### src/logic/sfp_map.svh
// Offsets, field positions, reset values and timing counts of the serial flash frame link
`ifndef SFP_MAP_SVH
`define SFP_MAP_SVH

`define SFP_CLK_MHZ 125
`define SFP_SELECT_DELAY_US 70
`define SFP_PROGRAM_DELAY_MS 3
`define SFP_SELECT_DELAY_CYC (`SFP_SELECT_DELAY_US * `SFP_CLK_MHZ)
`define SFP_PROGRAM_DELAY_CYC (`SFP_PROGRAM_DELAY_MS * 1000 * `SFP_CLK_MHZ)
`define SFP_SCK_HALF 4'd10
`define SFP_MODE_RESET 1'b1
`define SFP_OPC_LAST 6'd7
`define SFP_ADDR_LAST 6'd23
`define SFP_PAGE_MSB 19
`define SFP_PAGE_LSB 9
`define SFP_OFFSET_MSB 8
`define SFP_OP_LONG_DUMMY 8'hd2
`define SFP_OP_SHORT_DUMMY_A 8'hd4
`define SFP_OP_SHORT_DUMMY_B 8'hd6
`define SFP_DUMMY_LONG 3'd4
`define SFP_DUMMY_SHORT 3'd1
`define SFP_DUMMY_NONE 3'd0
`define SFP_LEAD_DUMMY 4'h0
`define SFP_HDR_BITS 8'd32
`define SFP_FIFO_DEPTH 4

`endif

### src/logic/sfp_pkg.sv
// Types shared by both ends of the serial flash frame link
`default_nettype none
`include "sfp_map.svh"
package sfp_pkg;

  typedef enum logic [2:0] {
    SFP_D_IDLE = 3'b000,
    SFP_D_OPC = 3'b001,
    SFP_D_ADDR = 3'b010,
    SFP_D_DUMMY = 3'b011,
    SFP_D_DATA = 3'b100
  } sfp_dev_state_t;

  typedef enum logic [2:0] {
    SFP_H_IDLE = 3'b000,
    SFP_H_SEL = 3'b001,
    SFP_H_RUN = 3'b010,
    SFP_H_END = 3'b011,
    SFP_H_GAP = 3'b100
  } sfp_host_state_t;

  typedef struct packed {
    logic [7:0] opcode;
    logic [10:0] page;
    logic [8:0] offset;
  } sfp_frame_t;

  // Extra dummy bytes that follow the three address bytes
  function automatic logic [2:0] sfp_dummy_bytes(input logic [7:0] opc);
    case (opc)
      `SFP_OP_LONG_DUMMY: sfp_dummy_bytes = `SFP_DUMMY_LONG;
      `SFP_OP_SHORT_DUMMY_A: sfp_dummy_bytes = `SFP_DUMMY_SHORT;
      `SFP_OP_SHORT_DUMMY_B: sfp_dummy_bytes = `SFP_DUMMY_SHORT;
      default: sfp_dummy_bytes = `SFP_DUMMY_NONE;
    endcase
  endfunction

endpackage
`default_nettype wire

### src/logic/sfp_link_if.sv
// Serial link between the flash host and the flash device
`timescale 1ns/1ps
`default_nettype none
interface sfp_link_if;
  logic cs_n;
  logic sck;
  logic mosi;
  logic miso_o;
  logic miso_oe;
  logic miso;

  // Undriven data line reads low
  assign miso = miso_oe & miso_o;

  modport host (output cs_n, output sck, output mosi, input miso);
  modport device (input cs_n, input sck, input mosi, output miso_o, output miso_oe);
endinterface
`default_nettype wire

### src/logic/sfp_device.sv
// Flash device end: frame decoder, mode select, read data driver and frame FIFO
//
// Overview of operation
// - Mode 3 after power-up or reset
// - Data output undriven until read data
// - Instruction starts only on select falling
// - Mode sampled from clock idle level
// - Host waits 70 us before selecting
// - Commands ignored while power-on reset active, except a frame whose header ends in the first active cycle
// - Standby and ready after power-up
// - First command waits up to 3 ms if it programs
// - Address: 4 dummy, 11 page, 9 byte
`timescale 1ns/1ps
`default_nettype none
`include "sfp_map.svh"

module sfp_fifo #(
  parameter int WIDTH = 28,
  parameter int DEPTH = `SFP_FIFO_DEPTH
) (
  input wire logic sys_clk, // System clock
  input wire logic sys_rst, // Asynchronous reset
  input wire logic in_valid, // Write request
  output logic in_ready, // Room for a word
  input wire logic [WIDTH-1:0] in_data, // Write data
  output logic out_valid, // Word available
  input wire logic out_ready, // Drain accepts word
  output logic [WIDTH-1:0] out_data // Head word
);
  localparam int AW = $clog2(DEPTH);
  logic [WIDTH-1:0] mem [DEPTH];
  logic [AW:0] wr_ptr;
  logic [AW:0] rd_ptr;

  // Depth must be a power of two for the wrap bit to work
  assign in_ready = !((wr_ptr[AW] != rd_ptr[AW]) && (wr_ptr[AW-1:0] == rd_ptr[AW-1:0]));
  assign out_valid = (wr_ptr != rd_ptr);
  assign out_data = mem[rd_ptr[AW-1:0]];

  always_ff @(posedge sys_clk) begin
    if (in_valid && in_ready) begin
      mem[wr_ptr[AW-1:0]] <= in_data;
    end
  end

  always_ff @(posedge sys_clk or posedge sys_rst) begin
    if (sys_rst) begin
      wr_ptr <= '0;
    end else if (in_valid && in_ready) begin
      wr_ptr <= wr_ptr + 1'b1;
    end
  end

  always_ff @(posedge sys_clk or posedge sys_rst) begin
    if (sys_rst) begin
      rd_ptr <= '0;
    end else if (out_valid && out_ready) begin
      rd_ptr <= rd_ptr + 1'b1;
    end
  end
endmodule // sfp_fifo

module sfp_device (
  input wire logic sys_clk, // System clock
  input wire logic sys_rst, // Asynchronous reset
  sfp_link_if.device link, // Serial link to the host
  input wire logic por_active, // Internal power-on reset level
  input wire logic [7:0] tx_byte, // Read data to send
  output logic tx_taken, // Pulse: tx_byte loaded
  output logic frame_valid, // Decoded frame available
  input wire logic frame_ready, // Frame consumer accepts
  output sfp_pkg::sfp_frame_t frame, // Decoded opcode and address
  output logic spi_mode3, // Current mode: 1 = mode 3, 0 = mode 0
  output logic standby // Idle and ready
);
  import sfp_pkg::*;

  logic cs_q1, cs_q2, cs_q3;
  logic sck_q1, sck_q2, sck_q3;
  logic mosi_q1, mosi_q2;
  sfp_dev_state_t state;
  logic [5:0] bit_cnt;
  logic [5:0] dummy_left;
  logic [7:0] opc;
  logic [23:0] addr_sh;
  logic [23:0] hdr_addr;
  logic [2:0] tx_cnt;
  logic [6:0] tx_sh;
  logic miso_r;
  logic miso_oe_r;
  logic fifo_in_ready;
  logic hdr_done;
  logic quiet;
  sfp_frame_t frame_in;

  // Two-stage synchronisers, third stage only for edge detection
  always_ff @(posedge sys_clk or posedge sys_rst) begin
    if (sys_rst) begin
      cs_q1 <= 1'b1;
      cs_q2 <= 1'b1;
      cs_q3 <= 1'b1;
      sck_q1 <= `SFP_MODE_RESET;
      sck_q2 <= `SFP_MODE_RESET;
      sck_q3 <= `SFP_MODE_RESET;
      mosi_q1 <= 1'b0;
      mosi_q2 <= 1'b0;
    end else begin
      cs_q1 <= link.cs_n;
      cs_q2 <= cs_q1;
      cs_q3 <= cs_q2;
      sck_q1 <= link.sck;
      sck_q2 <= sck_q1;
      sck_q3 <= sck_q2;
      mosi_q1 <= link.mosi;
      mosi_q2 <= mosi_q1;
    end
  end

  wire cs_fall = cs_q3 & ~cs_q2;
  wire sck_rise = ~sck_q3 & sck_q2;
  wire sck_fall = sck_q3 & ~sck_q2;

  assign quiet = por_active | cs_q2;
  assign hdr_addr = (state == SFP_D_ADDR) ? {addr_sh[22:0], mosi_q2} : addr_sh;
  assign hdr_done = sck_rise && (((state == SFP_D_ADDR) && (bit_cnt == `SFP_ADDR_LAST)
                    && (sfp_dummy_bytes(opc) == `SFP_DUMMY_NONE))
                    || ((state == SFP_D_DUMMY) && (dummy_left == 6'd1)));
  assign frame_in.opcode = opc;
  assign frame_in.page = hdr_addr[`SFP_PAGE_MSB:`SFP_PAGE_LSB];
  assign frame_in.offset = hdr_addr[`SFP_OFFSET_MSB:0];

  // Frame decoder
  always_ff @(posedge sys_clk or posedge sys_rst) begin
    if (sys_rst) begin
      state <= SFP_D_IDLE;
      bit_cnt <= 6'd0;
      dummy_left <= 6'd0;
      opc <= 8'h00;
      addr_sh <= 24'h000000;
    end else if (quiet) begin
      state <= SFP_D_IDLE;
      bit_cnt <= 6'd0;
    end else begin
      case (state)
        SFP_D_IDLE: begin
          // A full FIFO refuses the frame
          if (cs_fall && fifo_in_ready) begin
            state <= SFP_D_OPC;
            bit_cnt <= 6'd0;
          end
        end
        SFP_D_OPC: begin
          if (sck_rise) begin
            opc <= {opc[6:0], mosi_q2};
            bit_cnt <= bit_cnt + 6'd1;
            if (bit_cnt == `SFP_OPC_LAST) begin
              state <= SFP_D_ADDR;
              bit_cnt <= 6'd0;
            end
          end
        end
        SFP_D_ADDR: begin
          if (sck_rise) begin
            addr_sh <= hdr_addr;
            bit_cnt <= bit_cnt + 6'd1;
            if (bit_cnt == `SFP_ADDR_LAST) begin
              dummy_left <= {sfp_dummy_bytes(opc), 3'b000};
              state <= (sfp_dummy_bytes(opc) == `SFP_DUMMY_NONE) ? SFP_D_DATA : SFP_D_DUMMY;
            end
          end
        end
        SFP_D_DUMMY: begin
          if (sck_rise) begin
            dummy_left <= dummy_left - 6'd1;
            if (dummy_left == 6'd1) begin
              state <= SFP_D_DATA;
            end
          end
        end
        SFP_D_DATA: begin
          state <= SFP_D_DATA;
        end
        default: begin
          state <= SFP_D_IDLE;
        end
      endcase
    end
  end

  // Read data driver, shifts on falling clock edges
  always_ff @(posedge sys_clk or posedge sys_rst) begin
    if (sys_rst) begin
      miso_r <= 1'b0;
      miso_oe_r <= 1'b0;
      tx_cnt <= 3'd0;
      tx_sh <= 7'h00;
      tx_taken <= 1'b0;
    end else if (quiet) begin
      miso_r <= 1'b0;
      miso_oe_r <= 1'b0;
      tx_cnt <= 3'd0;
      tx_taken <= 1'b0;
    end else if ((state == SFP_D_DATA) && sck_fall) begin
      miso_oe_r <= 1'b1;
      tx_cnt <= tx_cnt + 3'd1;
      tx_taken <= (tx_cnt == 3'd0);
      if (tx_cnt == 3'd0) begin
        miso_r <= tx_byte[7];
        tx_sh <= tx_byte[6:0];
      end else begin
        miso_r <= tx_sh[6];
        tx_sh <= {tx_sh[5:0], 1'b0};
      end
    end else begin
      tx_taken <= 1'b0;
    end
  end

  // Mode select from the clock idle level at select fall
  always_ff @(posedge sys_clk or posedge sys_rst) begin
    if (sys_rst) begin
      spi_mode3 <= `SFP_MODE_RESET;
    end else if (por_active) begin
      spi_mode3 <= `SFP_MODE_RESET;
    end else if (cs_fall) begin
      spi_mode3 <= sck_q2;
    end
  end

  always_ff @(posedge sys_clk or posedge sys_rst) begin
    if (sys_rst) begin
      standby <= 1'b0;
    end else begin
      standby <= ~por_active & (state == SFP_D_IDLE);
    end
  end

  assign link.miso_o = miso_r;
  assign link.miso_oe = miso_oe_r;

  sfp_fifo #(
    .WIDTH($bits(sfp_frame_t)),
    .DEPTH(`SFP_FIFO_DEPTH)
  ) u_frame_fifo (
    .sys_clk(sys_clk),
    .sys_rst(sys_rst),
    .in_valid(hdr_done),
    .in_ready(fifo_in_ready),
    .in_data(frame_in),
    .out_valid(frame_valid),
    .out_ready(frame_ready),
    .out_data(frame)
  );
endmodule // sfp_device
`default_nettype wire

### src/flat_wrapper.sv
// flat-port wrapper written by rule: the top's interface ports become plain ports
module sfp_device_flat import sfp_pkg::*;
  (sys_clk, sys_rst, por_active, tx_byte, tx_taken, frame_valid, frame_ready, frame, spi_mode3, standby, link_cs_n, link_sck, link_mosi, link_miso_o, link_miso_oe);
  sfp_link_if link_i ();
  input wire logic sys_clk;
  input wire logic sys_rst;
  input wire logic por_active;
  input wire logic [7:0] tx_byte;
  output logic tx_taken;
  output logic frame_valid;
  input wire logic frame_ready;
  output sfp_pkg::sfp_frame_t frame;
  output logic spi_mode3;
  output logic standby;
  input wire logic [$bits(link_i.cs_n)-1:0] link_cs_n;
  input wire logic [$bits(link_i.sck)-1:0] link_sck;
  input wire logic [$bits(link_i.mosi)-1:0] link_mosi;
  output wire logic [$bits(link_i.miso_o)-1:0] link_miso_o;
  output wire logic [$bits(link_i.miso_oe)-1:0] link_miso_oe;
  assign link_i.cs_n = link_cs_n;
  assign link_i.sck = link_sck;
  assign link_i.mosi = link_mosi;
  assign link_miso_o = link_i.miso_o;
  assign link_miso_oe = link_i.miso_oe;
  sfp_device u_core (.sys_clk(sys_clk), .sys_rst(sys_rst), .link(link_i), .por_active(por_active), .tx_byte(tx_byte), .tx_taken(tx_taken), .frame_valid(frame_valid), .frame_ready(frame_ready), .frame(frame), .spi_mode3(spi_mode3), .standby(standby));
endmodule
### config.mk
export PLATFORM = sky130hd
export DESIGN_NAME = sfp_device_flat
export DESIGN_NICKNAME = d
export VERILOG_FILES = /design/src/logic/sfp_pkg.sv /design/src/logic/sfp_link_if.sv /design/src/logic/sfp_device.sv /design/src/flat_wrapper.sv
export VERILOG_INCLUDE_DIRS = /design/src /design/src/logic
export SDC_FILE = /design/constraint.sdc
export NUM_CORES = 1
export LEC_CHECK = 0
export ABC_AREA = 1
export BUFFER_PORTS_ARGS = -buffer_cell sky130_fd_sc_hd__buf_2
export CAP_MARGIN = 20
export CELL_PAD_IN_SITES_DETAIL_PLACEMENT = 2
export CELL_PAD_IN_SITES_GLOBAL_PLACEMENT = 2
export CORE_UTILIZATION = 43
export DETAILED_ROUTE_END_ITERATION = 16
export GPL_ROUTABILITY_DRIVEN = 0
export PLACE_DENSITY_LB_ADDON = 0.25
export SYNTH_ARGS = -nofsm -noshare
export SYNTH_HDL_FRONTEND = slang
export SYNTH_SLANG_ARGS = --single-unit
### constraint.sdc
create_clock -name sys_clk -period 4.15 [get_ports sys_clk]
set_input_delay 0.83 -clock sys_clk [delete_from_list [all_inputs] [get_ports sys_clk]]
set_output_delay 0.83 -clock sys_clk [all_outputs]
set_load 0.03 [all_outputs]
==> results.py, run 1 <==
metrics = {
    "sta": {
        "tns_ns": 0,
        "timing.fmax_mhz": 304,
        "period_share_pct": 79.2,
        "hold_viol_final": 0,
        "holdWs_ns": 0.361,
        "fin_ws_ns": 0.862,
        "setup_viol": 0,
        "rsz0062_at_grt": "no",
        "worst_pin_slew_ns": 1.05,
        "relSlewSlack_pct": 29.6,
        "skew_ns": 0.0111,
        "finalMaxSlewViolations": 0,
        "min_period_ns": 3.29,
    },
    "yosys": {
        "synth_nets": 771,
        "synth-edff-count": 112,
        "ys_async_sr_fraction_pct": 39.1,
        "synth_area_leaders": "edfxtp_1 43%, dfrtp_1 21%, o21ai_0 7.2%",
        "synth_warnings": 0,
        "synth_seq_cells": 184,
        "synth_cell_types": 35,
        "synth_top_area_share_pct": 42.9,
        "yosysTopAreaCell": "edfxtp_1",
        "ys_seq_area_share_pct": 66.0,
        "synth_area_sq_um": 7840,
        "synth_cells": 746,
        "synthFlopType": "edfxtp_1",
        "synth_area_per_cell_sq_um": 10.5,
    },
    "worst_setup_path": {
        "critPathKind": "flip-flop to output pin",
        "crit_fanout": 38,
        "crit_path_end_kind": "output pin",
        "startpoint_type": "flip-flop",
        "cp.depth": 5,
        "cp_num_buf_inv": 3,
        "arrival_ns": 2.46,
        "worst_path_largest_cell_delay_ns": 0.50,
        "reg2reg_depth": 9,
        "path_delay_family": "buffers and inverters",
        "required_ns": 3.32,
        "cp_cell_sequence": "inv_1 > buf_4 > o21ai_0 > o22ai_1 > buf_2",
        "cp_slowest_cell": "inv_1",
    },
    "route": {
        "drtIter0Drc": 222,
        "ant_nets": 0,
        "wire_per_inst_microns": 20.9,
        "wirelength_mm": 21.5,
        "vias": 5624,
        "avgViaCountPerCell": 5.48,
        "route.detailed.drc": 0,
        "first_pass_iters": 4,
    },
    "cells_and_area": {
        "final_util_pct": 50.2,
        "antenna_cells": 0,
        "seqCellArea_sq_um": 5170,
        "fill_cells": 1770,
        "layout_commonest_cell": "nand2_1",
        "multiInputGateArea_sq_um": 2250,
        "final_cell_mix": "133 x nand2_1, 113 x o21ai_0, 112 x edfxtp_1",
        "drive_gt1_share_pct": 15.2,
        "fin_nets": 814,
        "layout-area-overhead-vs-synth_pct": 12.4,
    },
    "cts": {
        "cts_hold_buffers": 0,
        "path_clk_slew_ns": 0.07,
        "cts_buffers": 17,
        "clockRootBuffer": "clkbuf_16",
        "post_cts_buffers": 0,
        "clock_tree.buffer_depth": 2,
        "clk_latency_ns": 0.44,
        "clock_sinks": 184,
        "cts_resized": 0,
        "htreeDepth": 4,
        "cts_tree": "built",
    },
    "placed_design": {
        "post-dp-hpwl_mm": 14.3,
        "pre_cts_ws_ns": 1.30,
        "io_buffer_count": 48,
    },
    "floorplanning": {
        "chipWidth_microns": 137,
        "core_area_sq_um": 17500,
        "fp.dieH_microns": 137,
        "fp-row-count": 48,
        "start_util_pct": 44.7,
        "dieArea_sq_um": 18800,
        "ioPinCount": 49,
    },
    "run": {
        "max-cap-violations": 0,
    },
    "global_route": {
        "grt_max_degree": 59,
        "antenna_found_initial": 0,
        "grt_pass1_wl_mm": 34.0,
        "grt_overflow": 0,
        "grt_pass1_vias": 6171,
        "groute.usage.overall_pct": 24.6,
    },
    "worst_hold_path": {
        "whs_path_depth": 0,
        "hold_class": "flip-flop to flip-flop",
    },
    "power_and_ir_drop": {
        "finalPower_w": 0.00505,
        "vdd_drop_max_mv": 0.407,
        "p_per_area_nw_per_um2": 573,
        "p_leak_nw": 3.35,
    },
    "status": {
        "status": "finished clean",
    },
}
-- per-layer routing --
| layer | global-route usage, % | part of all wire (%) |
|---|---|---|
| met2 | 45.5 | 54 |
| met1 | 28.9 | 41 |
| met3 | 3.63 | 2.5 |
| met5 | 0 | 0 |
| met4 | 8.91 | 1.8 |
-- Yosys cell counts, drive strengths merged (4+ instances only) --
cell type	number
buf	15
dfstp	7
nand2	140
nor2	101
a21oi	12
clkbuf	19
inv	64
a31oi	6
nand3	27
dfrtp	65
edfxtp	112
o21ai	117
xor2	4
nand4	5
o22ai	29
ha	10
-- cell type report --
type | instances | area share, %
clock buffer | 17 | 4.83
clock inverter | 15 | 1.35
inverter | 65 | 2.77
multi-input combinational | 463 | 25.5
sequential | 184 | 58.7
tap | 225 | 3.20
timing repair buffer | 58 | 3.58
-- stage by stage --
stage          area (sq um)  std cells
2_1_floorplan          7840        746
3_3_place_gp           8260        995
3_5_place_dp           8260        995
4_1_cts                8810       1027
5_1_grt                8810       1027
6_report               8810       1027
-- worst paths after layout --
check,from,to,slack [ns]
hold reg to reg,u_core.cs_q1,u_core.cs_q2,0.36
setup / recovery,u_core.u_frame_fifo.rd_ptr[0],frame[9],0.86
max in group asynchronous,sys_rst,u_core.addr_sh[5],2.64
setup reg to reg,u_core.u_frame_fifo.rd_ptr[1],u_core.u_frame_fifo.mem[3][13],1.41
min in group asynchronous,sys_rst,u_core.dummy_left[1],0.44
hold / removal,u_core.cs_q1,u_core.cs_q2,0.36
-- power breakdown --
part	leakage (nW)	internal (W)	total (W)	switching (W)
clock	0.256	0.000777	0.00151	0.000737
combinational	1.21	0.000365	0.00147	0.00111
sequential	1.88	0.00201	0.00206	0.0000562
total	3.35	0.00315	0.00505	0.00190
-- registers in the layout, indices dropped and copies added (netlist names), 3 cells and up --
signal and count:
u_core.u_frame_fifo.rd_ptr 3, u_core.addr_sh 20, u_core.tx_cnt 3, u_core.tx_sh 7, u_core.bit_cnt 6, u_core.dummy_left 6, u_core.u_frame_fifo.mem 112, u_core.u_frame_fifo.wr_ptr 3
u_core.state 3, u_core.opc 8
-- cell families after synthesis --
logic type                 after synthesis  synth area share [%]
muxes                                    1                 0.144
DFF                                    184                  66.0
buffers and inverters                   99                  5.40
adders and majority gates               10                  1.60
AOI/OAI and AO/OA                      169                  11.5
and+or+nand+nor                        277                  14.6
xor gates and xnor gates                 6                 0.671
-- worst register-to-register path, stage by stage, from the launching register on --
cell and delay [ns]:
dfrtp_1 0.37, inv_1 0.47, nand2_1 0.21, nand2_1 0.10
nand3_1 0.15, nand2_1 0.07, inv_1 0.13, nand2_2 0.16
nor2_2 0.31, buf_4 0.41
Power figures use the tool's default switching activity.
==> run 2, diff against run 1 <==
- ABC_AREA: 1 -> 0
- CORE_UTILIZATION: 43 -> 40
- clock period: 4.15 -> 3 ns (I/O delays scaled with it)
==> results.py, run 2 <==
metrics = {
    "worst_setup_path": {
        "cp_cell_sequence": "buf_6 > mux4_2 > buf_2",
        "worst_path_largest_cell_delay_ns": 0.58,
        "critPathKind": "flip-flop to output pin",
        "cp_num_buf_inv": 2,
        "required_ns": 2.40,
        "path_delay_family": "flip-flops",
        "crit_path_end_kind": "output pin",
        "arrival_ns": 2.14,
        "startpoint_type": "flip-flop",
        "crit_fanout": 21,
        "cp_slowest_cell": "dfrtp_2",
    },
    "global_route": {
        "groute.usage.overall_pct": 17.6,
        "grt_max_degree": 49,
        "grt_pass1_vias": 4655,
        "grt_overflow": 0,
        "grt_pass1_wl_mm": 26.1,
        "antenna_found_initial": 0,
    },
    "cts": {
        "cts_tree": "built",
        "path_clk_slew_ns": 0.07,
        "post_cts_buffers": 0,
        "cts_buffers": 17,
        "clockRootBuffer": "clkbuf_16",
        "cts_resized": 0,
        "clk_latency_ns": 0.43,
        "clock_tree.buffer_depth": 2,
        "clock_sinks": 184,
        "htreeDepth": 4,
        "cts_hold_buffers": 0,
    },
    "sta": {
        "hold_viol_final": 0,
        "worst_pin_slew_ns": 0.892,
        "period_share_pct": 91.4,
        "setup_viol": 0,
        "min_period_ns": 2.74,
        "timing.fmax_mhz": 365,
        "relSlewSlack_pct": 40.4,
        "skew_ns": 0.00901,
        "rsz0062_at_grt": "no",
        "tns_ns": 0,
        "finalMaxSlewViolations": 0,
    },
    "cells_and_area": {
        "layout_commonest_cell": "edfxtp_1",
        "fin_nets": 554,
        "drive_gt1_share_pct": 31.2,
        "fill_cells": 1740,
        "final_cell_mix": "112 x edfxtp_1, 64 x dfrtp_1, 48 x buf_2",
        "largest_register_ffs": 112,
        "antenna_cells": 0,
        "final_util_pct": 47.2,
        "layout-area-overhead-vs-synth_pct": 15.6,
    },
    "route": {
        "wire_per_inst_microns": 20.9,
        "first_pass_iters": 4,
        "drtIter0Drc": 153,
        "vias": 4162,
        "wirelength_mm": 16.2,
        "ant_nets": 0,
        "route.detailed.drc": 0,
        "avgViaCountPerCell": 5.36,
    },
    "floorplanning": {
        "fp-row-count": 50,
        "chipWidth_microns": 140,
        "start_util_pct": 40.8,
        "ioPinCount": 49,
        "core_area_sq_um": 18700,
        "fp.dieH_microns": 140,
        "dieArea_sq_um": 19600,
    },
    "worst_hold_path": {
        "hold_class": "input pin to asynchronous set/reset pin",
    },
    "yosys": {
        "ys_async_sr_fraction_pct": 39.1,
        "synth_cells": 467,
        "synth_area_per_cell_sq_um": 16.3,
        "synth_seq_cells": 184,
        "yosysTopAreaCell": "edfxtp_1",
        "synthFlopType": "edfxtp_1",
        "ys_seq_area_share_pct": 67.8,
        "synth_nets": 492,
        "synth_area_leaders": "edfxtp_1 44%, dfrtp_1 21%, mux4_2 8.3%",
        "synth_warnings": 0,
        "synth_cell_types": 54,
        "synth-edff-count": 112,
        "ys_top_cells_by_count": "112 x edfxtp_1, 65 x dfrtp_1, 28 x mux2_2, 28 x mux4_2, 22 x mux2_1",
        "synth_area_sq_um": 7630,
        "synth_top_area_share_pct": 44.1,
        "post-synth-top-count-cell": "edfxtp_1",
    },
    "run": {
        "max-cap-violations": 0,
    },
    "placed_design": {
        "post-dp-hpwl_mm": 10.8,
        "io_buffer_count": 48,
    },
    "power_and_ir_drop": {
        "finalPower_w": 0.00642,
        "p_per_area_nw_per_um2": 727,
        "vdd_drop_max_mv": 0.369,
        "p_leak_nw": 3.41,
    },
    "status": {
        "status": "finished clean",
    },
}
==> run 2: cell count changes in the layout (fill, tap and decap cells not counted), sizes merged, moves of 5 or more <==
| cell | delta |
|---|---|
| o22ai | -27 |
| nor2 | -82 |
| o21ai | -95 |
| mux2i | +8 |
| mux4 | +28 |
| inv | -51 |
| buf | +6 |
| nand2 | -121 |
| nor2b | +5 |
| nand3 | -16 |
| a21oi | -6 |
| mux2 | +49 |
==> run 2: layer usage <==
layer  track usage (%)  share of wire, %  vias up
met3              3.69               2.7       16
met5                 0                 0        -
li1                  -                 -     1910
met1              22.2                45     2175
met2              30.6                51       61
met4              5.21               1.2        0
==> run 2: path summary, 6_finish.rpt <==
kind | start | endpoint | slack, ns | cells after the start
setup / recovery | u_core.u_frame_fifo.rd_ptr[0] | frame[19] | 0.26 | 3
hold / removal | sys_rst | u_core.tx_sh[4] | 0.21 | 2
setup reg to reg | u_core.opc[5] | u_core.u_frame_fifo.mem[0][15] | 0.66 | 6
hold reg to reg | u_core.mosi_q1 | u_core.mosi_q2 | 0.36 | 0
max in group asynchronous | sys_rst | u_core.cs_q3 | 2.06 | 3
min in group sys_clk | link_cs_n | u_core.cs_q1 | 0.27 | 1
==> run 2: final cells by class <==
class | count | area [sq um] | share of cell area (%)
well taps | 234 | 293 | 3.32
clock buffers | 18 | 429 | 4.86
inverters | 13 | 48.8 | 0.553
multi-input cells | 249 | 2320 | 26.3
repair buffers | 64 | 377 | 4.27
clock inverters | 14 | 184 | 2.08
flip-flops and latches | 184 | 5170 | 58.6
==> run 2: power by group <==
part	switching, W	internal (W)
sequential	0.0000662	0.00270
clock	0.00103	0.00127
combinational	0.000822	0.000531
total	0.00192	0.00450
==> run 2: cell families (layout without fill, tap and decap cells) <==
family | after synthesis | count (layout) | share of synthesized area (%)
mux | 86 | 86 | 16.7
fa+ha+maj | 10 | 10 | 1.64
xor+xnor | 9 | 9 | 1.03
simple gates | 95 | 95 | 6.93
flops | 184 | 184 | 67.8
buf+inv | 34 | 109 | 1.82
compound gates | 49 | 49 | 4.10
==> run 2: worst reg2reg max path, cell delays in order, from the launching register on <==
cell and delay (ns):
dfrtp_1 0.47, nand4b_1 0.27, nor4_1 0.42, o22ai_1 0.18, and3_1 0.28, and2_1 0.20, buf_4 0.24
==> run 2: per-stage QoR <==
stage / setup slack [ns] / instance area, sq um / cells / hold WS (ns)
detailed placement: 0.553 / 8210 / 744 / 0.346
finish: 0.259 / 8830 / 776 / 0.213
CTS: 0.0926 / 8820 / 776 / 0.223
floorplan: 0.561 / 7630 / 467 / 0.331
global route: 0.135 / 8830 / 776 / 0.245
global placement: 0.610 / 8210 / 744 / 0.338
==> run 3, diff against run 2 <==
- RECOVER_POWER: unset -> 50
- clock period: 3 -> 2.3 ns (I/O delays scaled with it)
==> results.py, run 3 (synthesized netlist as in run 2, its figures left out) <==
metrics = {
    "status": {
        "status": "finished clean",
    },
    "route": {
        "route.detailed.drc": 0,
        "vias": 4248,
        "wire_per_inst_microns": 21.4,
        "wirelength_mm": 16.8,
        "ant_nets": 0,
        "first_pass_iters": 4,
        "drtIter0Drc": 205,
        "avgViaCountPerCell": 5.40,
    },
    "sta": {
        "finalMaxSlewViolations": 0,
        "worst_pin_slew_ns": 1.39,
        "holdWs_ns": 0.118,
        "skew_ns": 0.0131,
        "relSlewSlack_pct": 7.56,
        "setup_viol": 0,
        "rsz0062_at_grt": "yes",
        "hold_viol_final": 0,
        "period_share_pct": 99.2,
        "min_period_ns": 2.28,
        "timing.fmax_mhz": 438,
    },
    "cts": {
        "htreeDepth": 4,
        "cts_buffers": 17,
        "clk_latency_ns": 0.44,
        "clock_tree.buffer_depth": 2,
        "cts_tree": "built",
        "cts_hold_buffers": 0,
        "clock_sinks": 184,
        "path_clk_slew_ns": 0.07,
        "clockRootBuffer": "clkbuf_16",
    },
    "global_route": {
        "grt_pass1_wl_mm": 26.8,
        "grt_max_degree": 53,
        "groute.usage.overall_pct": 18.2,
        "grt_overflow": 0,
        "antenna_found_initial": 0,
        "grt_pass1_vias": 4838,
    },
    "worst_setup_path": {
        "critPathKind": "flip-flop to output pin",
        "crit_fanout": 15,
        "arrival_ns": 1.82,
        "startpoint_type": "flip-flop",
        "crit_path_end_kind": "output pin",
        "required_ns": 1.84,
    },
    "placed_design": {
        "io_buffer_count": 48,
        "post-dp-hpwl_mm": 10.4,
    },
    "floorplanning": {
        "fp.dieH_microns": 140,
        "ioPinCount": 49,
        "start_util_pct": 40.8,
        "dieArea_sq_um": 19600,
        "core_area_sq_um": 18700,
        "fp-row-count": 50,
        "chipWidth_microns": 140,
    },
    "worst_hold_path": {
        "hold_class": "input pin to flip-flop",
    },
    "power_and_ir_drop": {
        "p_leak_nw": 3.50,
        "p_per_area_nw_per_um2": 966,
        "vdd_drop_max_mv": 0.587,
    },
    "cells_and_area": {
        "final_util_pct": 48.8,
        "antenna_cells": 0,
        "drive_gt1_share_pct": 31.5,
        "layout_commonest_cell": "edfxtp_1",
        "layout-area-overhead-vs-synth_pct": 19.6,
        "largest_register_ffs": 112,
        "fin_nets": 565,
        "final_cell_mix": "112 x edfxtp_1, 64 x dfrtp_1, 29 x buf_6",
    },
    "run": {
        "max-cap-violations": 0,
    },
}
run 3: critical path, cell delays in order, from the launching register on:
cell	delay (ns)
dfrtp_2	0.44
buf_12	0.21
mux4_2	0.57
buf_6	0.17
run 3: final cells by class:
class / instances / area, sq um
Fill cell: 1728 / 9580
Timing Repair Buffer: 75 / 679
Sequential cell: 184 / 5170
Multi-Input combinational cell: 249 / 2340
Clock buffer: 18 / 429
Tap cell: 234 / 293
Inverter: 13 / 48.8
Clock inverter: 14 / 164
run 3: repair_timing:
action | in CTS | in global routing
cloned | 0 | 1
setup endpoints to repair | 112 | 112
setup buffers | 0 | 3
gates resized for setup | 57 | 4
run 3: path summary, 6_finish.rpt:
check	end	slack [ns]	depth (start not counted)	start
max	frame[26]	0.02	3	u_core.u_frame_fifo.rd_ptr[0]
min	u_core.sck_q1	0.12	1	link_sck
max reg2reg	u_core.u_frame_fifo.mem[0][0]	0.13	6	u_core.opc[5]
min reg2reg	u_core.mosi_q2	0.36	0	u_core.mosi_q1
max in group asynchronous	u_core.u_frame_fifo.rd_ptr[0]	0.86	3	sys_rst
min in group asynchronous	u_core.mosi_q1	0.42	3	sys_rst
run 3: through the flow:
stage	worst slack, ns	instance area (sq um)	TNS (ns)	power [W]	cells
floorplan	0.00762	7640	0	0.00502	467
global placement	0.174	8330	0	0.00551	751
detailed placement	0.0569	8330	0	0.00553	751
CTS	-0.0644	9100	-0.603	0.00885	783
global route	-0.0455	9130	-0.469	0.00913	787
finish	0.0173	9130	0	0.00881	787
run 3: per-layer routing:
| layer | wire, microns | track usage, % | part of all wire [%] |
|---|---|---|---|
| met1 | 7100 | 20.6 | 42 |
| met2 | 9090 | 33.8 | 54 |
| met3 | 329 | 3.45 | 2.0 |
| met4 | 305 | 7.29 | 1.8 |
| met5 | 0 | 0 | 0 |
run 3: where the power goes:
group | leakage (nW) | switching (W) | internal [W] | total (W)
Sequential | 1.93 | 0.0000482 | 0.00353 | 0.00358
Clock | 0.279 | 0.00132 | 0.00163 | 0.00295
Combinational | 1.30 | 0.00121 | 0.00107 | 0.00228
Total | 3.50 | 0.00258 | 0.00623 | 0.00881
